--- src/inc/cdp_pkg.sv ---
// charger detection and port power status: shared constants and types
package cdp_pkg;

    // ==========================================================
    // register indices; byte address is four times the index
    localparam logic [7:0]  IDX_UCD      = 8'hE2;  // upstream_charger_detection
    localparam logic [7:0]  IDX_PPS      = 8'hE5;  // port_power_status
    localparam logic [7:0]  IDX_IRQ_STS  = 8'hF0;  // interrupt status, write one to clear
    localparam logic [7:0]  IDX_IRQ_MASK = 8'hF1;  // interrupt mask

    // ==========================================================
    // field positions and reset values
    localparam int          UCD_CLS_LSB  = 5;       // class code 7:5
    localparam int          UCD_DONE_BIT = 4;       // detection_done_flag
    localparam int          UCD_FND_BIT  = 1;       // charger_found_low
    localparam int          UCD_TRG_BIT  = 0;       // manual_detect_trigger
    localparam int          PPS_LSB      = 1;       // port status 3:1
    localparam logic [7:0]  UCD_RST      = 8'h02;
    localparam logic [7:0]  PPS_RST      = 8'h00;
    localparam int          NPORT        = 3;

    // ==========================================================
    // class codes
    localparam logic [2:0]  CLS_INCOMPLETE = 3'h0;
    localparam logic [2:0]  CLS_DCP        = 3'h1;
    localparam logic [2:0]  CLS_CDP        = 3'h2;
    localparam logic [2:0]  CLS_SDP        = 3'h3;
    localparam logic [2:0]  CLS_DISABLED   = 3'h7;

    // ==========================================================
    // interrupt bits
    localparam int          IRQ_W     = 3;
    localparam int          IRQ_DONE  = 0;          // detection finished
    localparam int          IRQ_FOUND = 1;          // unmasked charger found
    localparam int          IRQ_PWR   = 2;          // port power status changed

    // raw result from the analog detector; mask bit index equals the code
    typedef enum logic [1:0] {
        KIND_DCP  = 2'h0,
        KIND_CDP  = 2'h1,
        KIND_SDP  = 2'h2,
        KIND_NONE = 2'h3
    } cdp_kind_t;

    // detection sequencer states
    typedef enum logic [0:0] {
        SEQ_IDLE   = 1'h0,
        SEQ_MANUAL = 1'h1
    } cdp_seq_state_t;

endpackage

--- src/inc/cdp_ctl_if.sv ---
// control and status signals between the register bank and its helpers
`timescale 1ns/1ps
interface cdp_ctl_if;
    import cdp_pkg::*;
    logic           wr_trigger;    // software wrote one to the trigger bit
    logic           wr_found_high; // software wrote one to the found bit
    logic           ext_sel;       // extended_detection_select
    logic           det_disable;   // detection disabled
    logic           det_done;      // detector finished a sequence
    cdp_kind_t      det_kind;      // detector result
    logic [2:0]     type_mask;     // charger_type_mask
    logic           trigger;       // manual_detect_trigger
    logic           done_flag;     // detection_done_flag
    logic           found_low;     // charger_found_low
    logic [2:0]     class_code;    // detected_charger_class
    logic           det_run;       // start pulse to detector
    logic [2:0]     host_pwr;      // host power request, bit0 = port 1
    logic [2:0]     oc_ind;        // overcurrent_indication
    logic [2:0]     chg_en;        // downstream_charge_enable
    logic [2:0]     pwr_status;    // port_power_on_status

    modport bank (output wr_trigger, wr_found_high, ext_sel, det_disable, det_done,
                  det_kind, type_mask, host_pwr, oc_ind, chg_en,
                  input trigger, done_flag, found_low, class_code, det_run, pwr_status);
    modport det  (input wr_trigger, wr_found_high, ext_sel, det_disable, det_done,
                  det_kind, type_mask,
                  output trigger, done_flag, found_low, class_code, det_run);
    modport pwr  (input host_pwr, oc_ind, chg_en, output pwr_status);
endinterface

--- src/rtl/cdp_detect_seq.sv ---
// charger detection sequencer: trigger, completion flag, class and found bit
`timescale 1ns/1ps
module cdp_detect_seq
    import cdp_pkg::*;
(
    input wire logic clk_sys,
    input wire logic sys_rst,
    cdp_ctl_if.det   ctl
);
    // ==========================================================
    // state
    typedef struct packed {
        cdp_seq_state_t st;     // idle or manual sequence running
        logic           trig;   // trigger bit
        logic           done;   // completion flag
        logic [2:0]     cls;    // class code
        logic           fnd_n;  // found bit, active low
        logic           run;    // start pulse
    } cdp_seq_t;

    cdp_seq_t r_reg;
    cdp_seq_t r_next;
    logic     start;            // manual start accepted
    logic [2:0] code;           // class for this result
    logic     hit;              // unmasked charger found

    // result encoding depends on extended selection
    always_comb begin
        case (ctl.det_kind)
            KIND_DCP: code = CLS_DCP;
            KIND_CDP: code = ctl.ext_sel ? CLS_CDP : CLS_DCP;
            KIND_SDP: code = CLS_SDP;
            default:  code = CLS_INCOMPLETE;
        endcase
        if (ctl.det_disable) begin
            code = CLS_DISABLED;
        end
        hit = (ctl.det_kind != KIND_NONE) && !ctl.det_disable
              && !ctl.type_mask[ctl.det_kind];
    end

    // next state
    always_comb begin
        r_next     = r_reg;
        r_next.run = 1'b0;
        start      = (r_reg.st == SEQ_IDLE) && ctl.wr_trigger;
        case (r_reg.st)
            SEQ_IDLE: begin
                if (start) begin
                    r_next.st   = SEQ_MANUAL;
                    r_next.trig = 1'b1;
                    r_next.done = 1'b0;
                    r_next.run  = 1'b1;
                end
            end
            SEQ_MANUAL: begin
                r_next.st = SEQ_MANUAL;
            end
            default: begin
                r_next.st = SEQ_IDLE;
            end
        endcase
        if (ctl.det_done && !start) begin
            // all results land in one cycle
            r_next.cls   = code;
            r_next.fnd_n = !hit;
            r_next.done  = 1'b1;
            r_next.trig  = 1'b0;
            r_next.st    = SEQ_IDLE;
        end else if (ctl.wr_found_high) begin
            r_next.fnd_n = 1'b1;
        end
    end

    // registers
    always_ff @(posedge clk_sys or posedge sys_rst) begin
        if (sys_rst) begin
            r_reg <= '{SEQ_IDLE, 1'b0, 1'b0, CLS_INCOMPLETE, 1'b1, 1'b0};
        end else begin
            r_reg <= r_next;
        end
    end

    assign ctl.trigger    = r_reg.trig;
    assign ctl.done_flag  = r_reg.done;
    assign ctl.class_code = r_reg.cls;
    assign ctl.found_low  = r_reg.fnd_n;
    assign ctl.det_run    = r_reg.run;
endmodule // cdp_detect_seq

--- src/rtl/cdp_port_power.sv ---
// per-port power status from host request, overcurrent and charging enable
`timescale 1ns/1ps
module cdp_port_power
    import cdp_pkg::*;
(
    input wire logic clk_sys,
    input wire logic sys_rst,
    cdp_ctl_if.pwr   ctl
);
    // ==========================================================
    // state
    typedef struct packed {
        logic [NPORT-1:0] trip;  // overcurrent hit, held until host drops power
        logic [NPORT-1:0] oc_q;  // previous overcurrent level
        logic [NPORT-1:0] sts;   // status bits
    } cdp_pwr_t;

    cdp_pwr_t         r_reg;
    cdp_pwr_t         r_next;
    logic [NPORT-1:0] trip_n;    // next trip per port
    logic [NPORT-1:0] sts_n;     // next status per port

    // per-port decision
    for (genvar i = 0; i < NPORT; i++) begin : g_port
        // a fresh overcurrent clears the bit
        assign trip_n[i] = (ctl.oc_ind[i] & ~r_reg.oc_q[i]) | (r_reg.trip[i] & ctl.host_pwr[i]);
        // charging logic only counts when enabled
        assign sts_n[i]  = ctl.host_pwr[i] & ~(ctl.chg_en[i] & ctl.oc_ind[i]) & ~trip_n[i];
    end

    // next state
    always_comb begin
        r_next       = r_reg;
        r_next.trip  = trip_n;
        r_next.oc_q  = ctl.oc_ind;
        r_next.sts   = sts_n;
    end

    // registers
    always_ff @(posedge clk_sys or posedge sys_rst) begin
        if (sys_rst) begin
            r_reg <= '0;
        end else begin
            r_reg <= r_next;
        end
    end

    assign ctl.pwr_status = r_reg.sts;
endmodule // cdp_port_power

--- src/rtl/cdp_regs.sv ---
// charger detection and port power status register bank with apb slave
//
// Functional notes
// - extended mode class codes in bits 7:5
// - legacy mode merges dcp and cdp as 001
// - done flag sets when detection finishes
// - done flag clears when trigger goes high
// - found bit low when unmasked charger found
// - write one forces found bit high, except in a cycle where a detection result lands
// - write one starts manual detection, reads one
// - trigger bit self-clears at sequence end
// - bits 3:1 show per-port power enable
// - zero if unpowered or charging overcurrent
// - status only reflects, writes never control power
// - overcurrent set clears port status bit
// - charging logic active only when enabled
`timescale 1ns/1ps
module cdp_regs
    import cdp_pkg::*;
(
    input  wire logic        clk_sys,
    input  wire logic        sys_rst,
    input  wire logic [11:0] paddr,
    input  wire logic        psel,
    input  wire logic        penable,
    input  wire logic        pwrite,
    input  wire logic [31:0] pwdata,
    input  wire logic [3:0]  pstrb,
    output logic      [31:0] prdata,
    output logic             pready,
    output logic             pslverr,
    output logic             irq,
    output logic             det_run,
    input  wire logic        det_done,
    input  wire logic [1:0]  det_kind,
    input  wire logic        extended_detection_select,
    input  wire logic        detection_disable,
    input  wire logic [2:0]  charger_type_mask,
    input  wire logic [2:0]  host_port_power,
    input  wire logic [2:0]  overcurrent_indication,
    input  wire logic [2:0]  downstream_charge_enable,
    output logic      [2:0]  port_power_on_status
);
    // ==========================================================
    // helpers and state
    cdp_ctl_if ctl ();

    typedef struct packed {
        logic [31:0]      rdata;  // read data
        logic             err;    // unmapped address
        logic [IRQ_W-1:0] sts;    // sticky events
        logic [IRQ_W-1:0] mask;   // interrupt enables
        logic             irq;    // interrupt line
        logic             done_q; // previous done flag
        logic             fnd_q;  // previous found bit
        logic [2:0]       pwr_q;  // previous port status
    } cdp_bank_t;

    cdp_bank_t        r_reg;
    cdp_bank_t        r_next;
    logic [7:0]       idx;        // register index
    logic             hit;        // address maps to a register
    logic             setup;      // apb setup phase
    logic             acc_wr;     // apb write access
    logic             wr_ucd;     // write to charger detection register
    logic [7:0]       ucd_rd;     // charger detection read view
    logic [IRQ_W-1:0] ev;         // events this cycle
    logic [IRQ_W-1:0] clr;        // software clears

    // ==========================================================
    // sub-blocks
    cdp_detect_seq u_seq (
        .clk_sys (clk_sys),
        .sys_rst (sys_rst),
        .ctl     (ctl)
    );

    cdp_port_power u_pwr (
        .clk_sys (clk_sys),
        .sys_rst (sys_rst),
        .ctl     (ctl)
    );

    // ==========================================================
    // apb decode; index lives in byte address bits 9:2
    always_comb begin
        idx    = paddr[9:2];
        hit    = (paddr[11:10] == 2'h0) && (paddr[1:0] == 2'h0)
                 && (idx == IDX_UCD || idx == IDX_PPS
                     || idx == IDX_IRQ_STS || idx == IDX_IRQ_MASK);
        setup  = psel && !penable;
        acc_wr = psel && penable && pwrite && !r_reg.err && pstrb[0];
        wr_ucd = acc_wr && (idx == IDX_UCD);
    end

    // software strobes into the sequencer; writes of zero do nothing
    assign ctl.wr_trigger    = wr_ucd && pwdata[UCD_TRG_BIT];
    assign ctl.wr_found_high = wr_ucd && pwdata[UCD_FND_BIT];

    // pass-through of detector and port inputs
    assign ctl.ext_sel     = extended_detection_select;
    assign ctl.det_disable = detection_disable;
    assign ctl.det_done    = det_done;
    assign ctl.det_kind    = cdp_kind_t'(det_kind);
    assign ctl.type_mask   = charger_type_mask;
    assign ctl.host_pwr    = host_port_power;
    assign ctl.oc_ind      = overcurrent_indication;
    assign ctl.chg_en      = downstream_charge_enable;

    // charger detection read view; reserved 3:2 zero
    always_comb begin
        ucd_rd                         = 8'h00;
        ucd_rd[7:UCD_CLS_LSB]          = ctl.det_disable ? CLS_DISABLED
                                                         : ctl.class_code;
        ucd_rd[UCD_DONE_BIT]           = ctl.done_flag;
        ucd_rd[UCD_FND_BIT]            = ctl.found_low;
        ucd_rd[UCD_TRG_BIT]            = ctl.trigger;
    end

    // ==========================================================
    // events and write-one-to-clear
    always_comb begin
        ev            = '0;
        ev[IRQ_DONE]  = ctl.done_flag & ~r_reg.done_q;
        ev[IRQ_FOUND] = r_reg.fnd_q & ~ctl.found_low;
        ev[IRQ_PWR]   = |(ctl.pwr_status ^ r_reg.pwr_q);
        clr           = '0;
        if (acc_wr && idx == IDX_IRQ_STS) begin
            clr = pwdata[IRQ_W-1:0];
        end
    end

    // ==========================================================
    // next state
    always_comb begin
        r_next        = r_reg;
        r_next.done_q = ctl.done_flag;
        r_next.fnd_q  = ctl.found_low;
        r_next.pwr_q  = ctl.pwr_status;
        // read data and error are prepared in the setup cycle
        if (setup) begin
            r_next.err   = !hit;
            r_next.rdata = 32'h0000_0000;
            if (!pwrite) begin
                case (idx)
                    IDX_UCD:      r_next.rdata[7:0] = ucd_rd;
                    // read only; writes here are dropped
                    IDX_PPS:      r_next.rdata[3:PPS_LSB] = ctl.pwr_status;
                    IDX_IRQ_STS:  r_next.rdata[IRQ_W-1:0] = r_reg.sts;
                    IDX_IRQ_MASK: r_next.rdata[IRQ_W-1:0] = r_reg.mask;
                    default:      r_next.rdata = 32'h0000_0000;
                endcase
            end
        end
        // mask write
        if (acc_wr && idx == IDX_IRQ_MASK) begin
            r_next.mask = pwdata[IRQ_W-1:0];
        end
        // a new event beats a clear in the same cycle
        r_next.sts = (r_reg.sts & ~clr) | ev;
        r_next.irq = |(r_next.sts & r_next.mask);
    end

    // ==========================================================
    // registers
    always_ff @(posedge clk_sys or posedge sys_rst) begin
        if (sys_rst) begin
            r_reg <= '{32'h0000_0000, 1'b0, '0, '0, 1'b0, 1'b0, 1'b1, 3'h0};
        end else begin
            r_reg <= r_next;
        end
    end

    // ==========================================================
    // outputs
    assign prdata               = r_reg.rdata;
    assign pready               = 1'b1;
    assign pslverr              = psel && penable && r_reg.err;
    assign irq                  = r_reg.irq;
    assign det_run              = ctl.det_run;
    assign port_power_on_status = ctl.pwr_status;

    logic start_ok;  // manual start accepted this cycle
    logic fin;       // a sequence completes this cycle
    assign start_ok = ctl.wr_trigger && !ctl.trigger;
    assign fin      = det_done && !start_ok;
endmodule // cdp_regs

--- config.mk ---
export PLATFORM = sky130hd
export DESIGN_NAME = cdp_regs
export DESIGN_NICKNAME = d
export VERILOG_FILES = /design/src/inc/cdp_pkg.sv /design/src/inc/cdp_ctl_if.sv /design/src/rtl/cdp_detect_seq.sv /design/src/rtl/cdp_port_power.sv /design/src/rtl/cdp_regs.sv
export SDC_FILE = /design/constraint.sdc
export NUM_CORES = 1
export LEC_CHECK = 0
export BUFFER_PORTS_ARGS = -buffer_cell sky130_fd_sc_hd__buf_2
export CORE_ASPECT_RATIO = 0.6
export CORE_MARGIN = 4
export CORE_UTILIZATION = 35
export DETAILED_ROUTE_END_ITERATION = 6
export PLACE_DENSITY = 0.65
export SLEW_MARGIN = 25
export SYNTH_ARGS = -nofsm -noshare
export SYNTH_HDL_FRONTEND = slang
export SYNTH_SLANG_ARGS = --single-unit
--- constraint.sdc ---
create_clock -name clk_sys -period 2.47 [get_ports clk_sys]
set_clock_uncertainty 0.05 [all_clocks]
set_input_delay 0.247 -clock clk_sys [delete_from_list [all_inputs] [get_ports clk_sys]]
set_output_delay 0.247 -clock clk_sys [all_outputs]
set_load 0.02 [all_outputs]
==> flow_summary.toml, run 1 <==
[clock_network]
worstSkewPairLatency_ps = 290
cts_sinks = 38
h-tree-depth = 2
path_clk_slew_ps = 70
cts_tree = "built"
cts_hold_buffers = 0
root_buffer = "clkbuf_8"
clk_path_buf_depth = 2
cts_buffers = 5
post_cts_buffers = 0
cts-resized-gates = 0

[final_layout]
design.final.nets = 313
largest_register_ffs = 12
drive_above_1_share = 0.287
final_cell_mix = "51 x buf_2, 36 x dfrtp_1, 25 x conb_1"
final_util = 0.420
mostFrequentLayoutCell = "buf_2"
area_delta_synth_final_pct = 11.5
diodes = 0

[synthesis]
ys_seq_area_frac = 0.481
synth_area_mm2 = 0.00198
synth_top_area_frac = 0.455
yosysTopAreaCell = "dfrtp_1"
syn_area_per_cell_um2 = 9.85
synth_async_sr_flop_share = 1.00
ys.flop_type = "dfrtp_1"
yosys_warnings = 0
synth_edf_count = 0
synth-seq-cells = 38
postSynthCellCount = 201
yosys.cell_types.count = 43
yosys-top-cells-area = "dfrtp_1 45%, buf_4 14%, o21ai_0 4.5%"

[route]
dr.pass1.iters = 4
vias = 1379
routed_wl_mm = 4.10
vias_per_cell = 4.45
drtIter0Drc = 56
drc = 0
wl_per_cell_um = 13.2
ant_nets = 0

[outcome]
status = "finished, final reports clean"

[power_and_ir_drop]
power.internal_uw = 933
power_frac_clock = 0.344
power.static_leakage_uw = 0.00115
combPwrFrac = 0.133
seqPwrFrac = 0.523
p_sw_uw = 335
powerDensity_mw_per_mm2 = 574
peakVddDrop_mv = 0.336
p_sw_frac = 0.264

[setup_path]
critical_path_buf_inv_count = 0
crit_fanout = 3
r2r.worst_path.cells = 5
path_class = "register to register"
reg2reg_setup_slack_ps = 590
critPathRequiredTime_ps = 2590
reg2reg_to = "irq$_DFF_PP0_"
critPathSlowestCell = "dfrtp_1"
critical-path-top-delay-family = "compound AO/OA/AOI/OAI gates"
r2r-start = "r_reg[12]$_DFFE_PP0P_"
crit_path_end_kind = "register"
cp_cell_sequence = "and3b_1 -> nand4_1 -> o41ai_1 -> o21ai_0 -> a221o_1"
start_kind = "register"
critPathMaxStageDelay_ps = 400
cp_data_arrival_time_ps = 2000

[floorplan]
core-area_mm2 = 0.00526
die_w_um = 105
start_util = 0.377
num_rows = 20
die_height_um = 66.3
pin_count = 109
dieArea_mm2 = 0.00697

[sta]
finalHoldViolations = 0
fin_crit_sh = 0.763
slew_violations = 0
finalSetupTns_ps = 0
finalSetupViolCount = 0
max_freq_ghz = 0.531
min_period_ps = 1880
rsz0062_at_grt = "no"

[global_routing]
grt_pass1_vias = 1341
grt-ovfl-total = 0
grtUsageTotal = 0.122
grt_start_max_net_pins = 39
antenna_found_initial = 0
grt_pass1_wl_mm = 6.59

[worst_hold_path]
hp-class = "primary input to asynchronous set/reset pin"

[place]
gp_congestion = 0.796
dpl.hpwl_mm = 3.16
port_buffers = 51

[job]
maxCapViolCount = 0
-- logic make-up (layout without fill, tap and decap cells) --
| family | after synthesis | count (layout) | share of synthesized area |
|---|---|---|---|
| AOI/OAI and AO/OA | 33 | 33 | 0.102 |
| muxes | 7 | 7 | 0.0436 |
| and+or+nand+nor | 66 | 66 | 0.184 |
| DFF | 38 | 38 | 0.481 |
| buffers and inverters | 52 | 72 | 0.172 |
| other | 2 | 25 | 0.00379 |
| xor gates and xnor gates | 3 | 3 | 0.0133 |
-- cell type report --
cell class	instances	area (µm²)
clock buffers	7	86.3
clock inverters	1	5.00
fillers	534	3050
inverters	12	45.0
multi-input cells	134	773
flip-flops and latches	38	953
well taps	66	82.6
repair buffers	52	263
-- worst min-delay path, stage by stage --
cell and delay [ps]:
buf_2 90, inv_1 40, buf_4 400
-- synthesized netlist by cell type, types with 2 or more instances --
library cell,instances
nor4_1,2
nand3b_1,2
nand2_1,22
inv_1,12
buf_2,2
and4b_1,2
o41ai_1,2
dfrtp_1,36
buf_4,36
mux2i_1,3
nor3b_1,2
mux2_4,3
o21ai_0,18
xor2_1,3
nor2b_1,4
a22o_1,2
nand3_1,2
conb_1,2
dfstp_2,2
nand4_1,2
nor3_1,2
a221o_1,2
a21oi_1,5
nor2_1,14
-- worst max-delay path by stage --
stage / from / to / slack (ps) / cells past startpoint
4_1_cts: r_reg[12]$_DFFE_PP0P_ / irq$_DFF_PP0_ / 610 / 5
5_1_grt: r_reg[12]$_DFFE_PP0P_ / irq$_DFF_PP0_ / 410 / 5
2_1_floorplan: paddr[2] / u_seq.ctl.class_code[0]$_DFFE_PP0P_ / 630 / 6
3_3_place_gp: paddr[2] / u_seq.ctl.class_code[0]$_DFFE_PP0P_ / 460 / 6
6_report: r_reg[12]$_DFFE_PP0P_ / irq$_DFF_PP0_ / 590 / 5
3_5_place_dp: paddr[5] / u_seq.ctl.class_code[2]$_DFFE_PP0P_ / 440 / 6
-- layer usage --
layer / GRT usage / vias up / wire length, µm / part of all wire
met5: 0 / - / 0 / 0
met2: 0.163 / 42 / 1600 / 0.39
met1: 0.183 / 628 / 2210 / 0.54
met3: 0.0371 / 8 / 241 / 0.059
li1: - / 701 / - / -
met4: 0.0393 / 0 / 50 / 0.012
-- per-stage QoR --
step | std cells | hold slack (ps) | power, µW | cell area (µm²) | worst slack, ps
after CTS | 310 | 22.9 | 1280 | 2210 | 607
final | 310 | 1.77 | 1270 | 2210 | 585
after floorplan | 224 | 228 | 818 | 2070 | 633
after global placement | 302 | 328 | 842 | 2120 | 456
after detailed placement | 302 | 329 | 844 | 2120 | 440
after global routing | 310 | 34.0 | 1330 | 2210 | 412
-- power groups by stage --
| stage | Combinational, µW | Clock (µW) | Sequential, µW |
|---|---|---|---|
| final | 168 | 436 | 663 |
| after global routing | 189 | 479 | 666 |
| after CTS | 169 | 448 | 663 |
| after detailed placement | 169 | 0 | 675 |
| after global placement | 167 | 0 | 675 |
| after floorplan | 147 | 0 | 671 |
(Power assumes the default switching activity.)
==> run 2, diff against run 1 <==
==> constraint.sdc (replaced) <==
create_clock -name clk_sys -period 1.77 [get_ports clk_sys]
set_clock_uncertainty 0.05 [all_clocks]
set_input_delay 0.177 -clock clk_sys [delete_from_list [all_inputs] [get_ports clk_sys]]
set_output_delay 0.177 -clock clk_sys [all_outputs]
set_load 0.02 [all_outputs]
==> run 2 against run 1 <==
Effect of this change: die area is the same; largest power group unchanged; cell area grew 6.3%; non-clock buffer count grew 18; sequential share of layout area shrank 2.6 points; via count grew 4.1%; count of clock-buffer cells in the layout is the same; worst setup slack lost 570 ps; clock power grew 26%; sequential power grew 40%; core utilization grew 2.6 points.
==> flow_summary.toml, run 2 (synthesis results as in run 1) <==
[final_layout]
diodes = 0
largest_register_ffs = 12
regArea_um2 = 953
drive_above_1_share = 0.322
design.final.nets = 331
final.fill_count = 529
area_delta_synth_final_pct = 18.5
mostFrequentLayoutCell = "buf_2"
final_cell_mix = "51 x buf_2, 36 x dfrtp_1, 25 x conb_1"
multi_input_area_um2 = 782
final_util = 0.447

[power_and_ir_drop]
power.static_leakage_uw = 0.00123
powerDensity_mw_per_mm2 = 740
peakVddDrop_mv = 0.293
total_power_uw = 1740

[sta]
finalSetupViolCount = 0
finalSetupTns_ps = 0
max_freq_ghz = 0.570
fin_crit_sh = 0.992
slew_violations = 0
finalHoldViolations = 0
min_period_ps = 1760
hold_ws_ps = 64.8
setup_ws_ps = 14.9
rsz0062_at_grt = "yes"

[route]
wl_per_cell_um = 12.7
dr.pass1.iters = 4
routed_wl_mm = 4.16
ant_nets = 0
drc = 0
drtIter0Drc = 71
vias = 1436
vias_per_cell = 4.39

[floorplan]
die_height_um = 66.3
num_rows = 20
start_util = 0.377
pin_count = 109
die_w_um = 105
core-area_mm2 = 0.00526
dieArea_mm2 = 0.00697

[clock_network]
path_clk_slew_ps = 70
clk_path_buf_depth = 2
h-tree-depth = 2
cts_sinks = 38
cts_buffers = 5
cts_tree = "built"
root_buffer = "clkbuf_8"
worstSkewPairLatency_ps = 280

[job]
maxCapViolCount = 0

[setup_path]
r2r.worst_path.cells = 5
crit_path_end_kind = "register"
startpoint = "r_reg[12]$_DFFE_PP0P_"
cp_data_arrival_time_ps = 1870
cp_cell_sequence = "and3b_2 -> nand4_1 -> mux2_2 -> a21boi_0 -> a221o_1"
critPathCapture = "irq$_DFF_PP0_"
reg2reg_setup_slack_ps = 10
crit_fanout = 3
path_class = "register to register"
critPathMaxStageDelay_ps = 380
critPathRequiredTime_ps = 1880
reg2reg_to = "irq$_DFF_PP0_"
critPathSlowestCell = "dfrtp_1"
r2r-start = "r_reg[12]$_DFFE_PP0P_"
start_kind = "register"

[place]
gp_congestion = 0.802
dpl.hpwl_mm = 3.30
port_buffers = 51
pre_cts_ws_ps = -71.1

[outcome]
status = "finished, final reports clean"

[worst_hold_path]
hp-class = "primary input to register"

[global_routing]
grtUsageTotal = 0.123
antenna_found_initial = 0
grt_start_max_net_pins = 39
grt-ovfl-total = 0
grt_pass1_vias = 1393
grt_pass1_wl_mm = 6.67
-- run 2: metal layers --
metal	routed length (µm)	vias up	global-route usage
met3	264	5	0.0380
met4	28	0	0.0344
met1	2190	650	0.186
met5	0	-	0
met2	1670	47	0.162
li1	-	734	-
-- run 2: layout make-up --
cell class	instances	area share
repair buffers	70	0.174
inverters	12	0.0192
multi-input cells	134	0.333
clock buffers	7	0.0325
well taps	66	0.0352
flip-flops and latches	38	0.406
-- run 2: worst max-delay path, delay by kind of cell, from the launching register on --
family             cells  cell delay [ps]
AOI/OAI and AO/OA      2              430
DFF                    1              380
and+or+nand+nor        2              440
muxes                  1              330
-- run 2: stage by stage --
step,cell area [µm²],std cells
after detailed placement,2210,315
final,2350,327
after floorplan,2070,224
after CTS,2330,326
after global placement,2210,315
after global routing,2350,327
-- run 2: power breakdown --
group | switching [µW] | internal (µW) | total, µW | leakage [µW]
Sequential | 19.7 | 906 | 925 | 0.000468
Combinational | 159 | 104 | 263 | 0.000725
Clock | 277 | 271 | 548 | 0.0000383
Total | 455 | 1280 | 1740 | 0.00123
-- run 2: worst min-delay path by stage --
stage / from / to / cells past startpoint / slack, ps
2_1_floorplan: overcurrent_indication[0] / u_pwr.r_reg[3]$_DFF_PP0_ / 0 / 160
3_3_place_gp: sys_rst / irq$_DFF_PP0_ / 3 / 260
3_5_place_dp: sys_rst / u_pwr.r_reg[3]$_DFF_PP0_ / 3 / 260
4_1_cts: host_port_power[1] / u_pwr.ctl.pwr_status[1]$_DFF_PP0_ / 3 / 60
5_1_grt: host_port_power[2] / u_pwr.ctl.pwr_status[2]$_DFF_PP0_ / 3 / 50
6_report: host_port_power[1] / u_pwr.ctl.pwr_status[1]$_DFF_PP0_ / 3 / 60
-- run 2: repair_timing --
| action | CTS | global route |
|---|---|---|
| endpoints found under the setup margin | 3 | 4 |
| setup buffers | 0 | 1 |
| hold buffers | 4 | 0 |
| resized for setup | 2 | 2 |
| pin swaps | 0 | 2 |
| endpoints found under the hold margin | 39 | 0 |
==> run 3, diff against run 2 <==
--- a/config.mk
+++ b/config.mk
@@ -5,12 +5,12 @@
 export SDC_FILE = /design/constraint.sdc
 export NUM_CORES = 1
 export LEC_CHECK = 0
+export ABC_AREA = 1
 export BUFFER_PORTS_ARGS = -buffer_cell sky130_fd_sc_hd__buf_2
 export CORE_ASPECT_RATIO = 0.6
 export CORE_MARGIN = 4
 export CORE_UTILIZATION = 35
 export DETAILED_ROUTE_END_ITERATION = 6
-export PLACE_DENSITY = 0.65
 export SLEW_MARGIN = 25
 export SYNTH_ARGS = -nofsm -noshare
 export SYNTH_HDL_FRONTEND = slang
==> run 3 against run 2 <==
Effect of this change: critical path depth grew 3; total power up 7.3%; combinational power is 13% lower; register-to-register slack improved by 300 ps.
==> flow_summary.toml, run 3 <==
[route]
wl_per_cell_um = 10.9
drc = 0
vias_per_cell = 4.06
routed_wl_mm = 4.14
dr.pass1.iters = 4
vias = 1540
ant_nets = 0
drtIter0Drc = 103

[setup_path]
cp.depth = 8
reg2reg_to = "irq$_DFF_PP0_"
critPathSlowestCell = "dfrtp_1"
critPathMaxStageDelay_ps = 400
r2r.worst_path.cells = 8
reg2reg_setup_slack_ps = 320
r2r-start = "r_reg[12]$_DFFE_PP0P_"
cp_data_arrival_time_ps = 1570
crit_path_end_kind = "register"
crit_fanout = 8
critPathRequiredTime_ps = 1890
cp_cell_sequence = "inv_1 -> nand3_1 -> nor2_4 -> nand3_1 -> nand2_1 -> nand2_1 -> nand2_1 -> nand3_1"
critical-path-top-delay-family = "simple AND/OR/NAND/NOR gates"
start_kind = "register"
path_class = "register to register"
critical_path_buf_inv_count = 1

[global_routing]
grt_start_max_net_pins = 39
grt_pass1_wl_mm = 6.76
grt-ovfl-total = 0
grt_pass1_vias = 1429
grtUsageTotal = 0.122
antenna_found_initial = 0

[final_layout]
mostFrequentLayoutCell = "nand2_1"
final.fill_count = 590
final_cell_mix = "72 x nand2_1, 51 x buf_2, 36 x dfrtp_1"
diodes = 0
regArea_um2 = 953
multi_input_area_um2 = 802
drive_above_1_share = 0.264
final-instance-count-excl-fill = 379
design.final.nets = 368
area_delta_synth_final_pct = 16.0
largest_register_ffs = 12

[sta]
finalSetupTns_ps = 0
max_freq_ghz = 0.689
slew_violations = 0
rsz0062_at_grt = "no"
fin_crit_sh = 0.820
hold_ws_ps = 71.3
min_period_ps = 1450
finalSetupViolCount = 0
finalHoldViolations = 0

[place]
numPlacedInstances = 367
dpl.hpwl_mm = 3.26
gp_congestion = 0.779
port_buffers = 51

[clock_network]
h-tree-depth = 2
clk_path_buf_depth = 2
root_buffer = "clkbuf_8"
cts_buffers = 5
path_clk_slew_ps = 70
cts-resized-gates = 0
cts_sinks = 38
worstSkewPairLatency_ps = 290
cts_tree = "built"

[synthesis]
ys_seq_area_frac = 0.466
yosys.cell_count.top_type = "nand2_1"
yosys_warnings = 0
synth-seq-cells = 38
yosys.cell_types.count = 24
yosys-top-cells-area = "dfrtp_1 44%, buf_4 13%, nand2_1 13%"
ys.flop_type = "dfrtp_1"
postSynthCellCount = 248
synth_area_mm2 = 0.00204
yosysTopAreaCell = "dfrtp_1"
synth_top_area_frac = 0.441
syn_area_per_cell_um2 = 8.24
synth_async_sr_flop_share = 1.00
synthTopCellsByCount = "72 x nand2_1, 36 x buf_4, 36 x dfrtp_1"
synth_edf_count = 0

[worst_hold_path]
min_to = "u_pwr.ctl.pwr_status[1]$_DFF_PP0_"
hp-class = "primary input to register"
hold_depth = 3
hp-start = "host_port_power[1]"

[floorplan]
start_util = 0.364
num_rows = 21
pin_count = 109
dieArea_mm2 = 0.00717
core-area_mm2 = 0.00562
die_height_um = 67.2
die_w_um = 107

[job]
maxCapViolCount = 0

[power_and_ir_drop]
powerDensity_mw_per_mm2 = 785
power.static_leakage_uw = 0.00132
peakVddDrop_mv = 0.352

[outcome]
status = "finished, final reports clean"
==> run 3: cell types whose count changed after synthesis, moves of 3 or more <==
cell,previous run,this run
nand3_1,2,24
nor2_4,0,4
nand2_1,22,72
o21ai_0,18,15
mux2_4,3,0
a21oi_1,5,0
inv_1,12,24
inv_2,0,4
nor2b_1,4,0
mux2i_1,3,0
==> run 3: worst max path at each step <==
stage,from,end
finish,r_reg[12]$_DFFE_PP0P_,irq$_DFF_PP0_
global route,r_reg[12]$_DFFE_PP0P_,irq$_DFF_PP0_
CTS,r_reg[12]$_DFFE_PP0P_,irq$_DFF_PP0_
detailed placement,r_reg[12]$_DFFE_PP0P_,irq$_DFF_PP0_
global placement,r_reg[12]$_DFFE_PP0P_,irq$_DFF_PP0_
floorplan,r_reg[12]$_DFFE_PP0P_,u_seq.ctl.done_flag$_DFFE_PP0P_
==> run 3: timing repair <==
| action | CTS | global route |
|---|---|---|
| hold buffers | 4 | 0 |
| setup endpoints to repair | 0 | 0 |
| setup buffers | 0 | 0 |
| hold endpoints to repair | 39 | 0 |
==> run 3: worst reg2reg max path: stages (launching register included) <==
cell and delay (ps):
dfrtp_1 400, inv_1 70, nand3_1 110, nor2_4 220, nand3_1 170, nand2_1 90, nand2_1 70, nand2_1 80
nand3_1 80
==> run 3: cells by family after synthesis <==
group | after synthesis | synth area share
DFF | 38 | 0.466
and+or+nand+nor | 125 | 0.294
buffers and inverters | 64 | 0.184
AOI/OAI and AO/OA | 17 | 0.0435
other | 2 | 0.00367
xor gates and xnor gates | 2 | 0.00857
==> run 3: report_power, final <==
| group | switching [µW] | internal (µW) | leakage, µW | total, µW |
|---|---|---|---|---|
| Sequential | 17.7 | 902 | 0.000468 | 919 |
| Clock | 300 | 415 | 0.0000579 | 714 |
| Combinational | 155 | 73.0 | 0.000789 | 228 |
| Total | 473 | 1390 | 0.00132 | 1860 |
==> run 3: cell type report <==
type	count	share of cell area
Multi-Input combinational cell	169	0.338
Sequential cell	38	0.402
Clock inverter	3	0.0169
Timing Repair Buffer	56	0.128
Clock buffer	5	0.0290
Tap cell	80	0.0422
Inverter	28	0.0443
==> run 3: through the flow <==
stage	worst slack, ps	utilization	instance area [µm²]	power, µW
2_1_floorplan	539	-	2130	1120
3_3_place_gp	301	0.395	2220	1160
3_5_place_dp	340	0.395	2220	1160
4_1_cts	307	0.422	2370	1890
5_1_grt	195	0.422	2370	1970
6_report	319	0.422	2370	1860
==> run 3: per-layer routing <==
| metal | global-route usage | share of wire |
|---|---|---|
| met5 | 0 | 0 |
| met3 | 0.0478 | 0.080 |
| met2 | 0.168 | 0.41 |
| met4 | 0.0383 | 0.0089 |
| met1 | 0.176 | 0.50 |
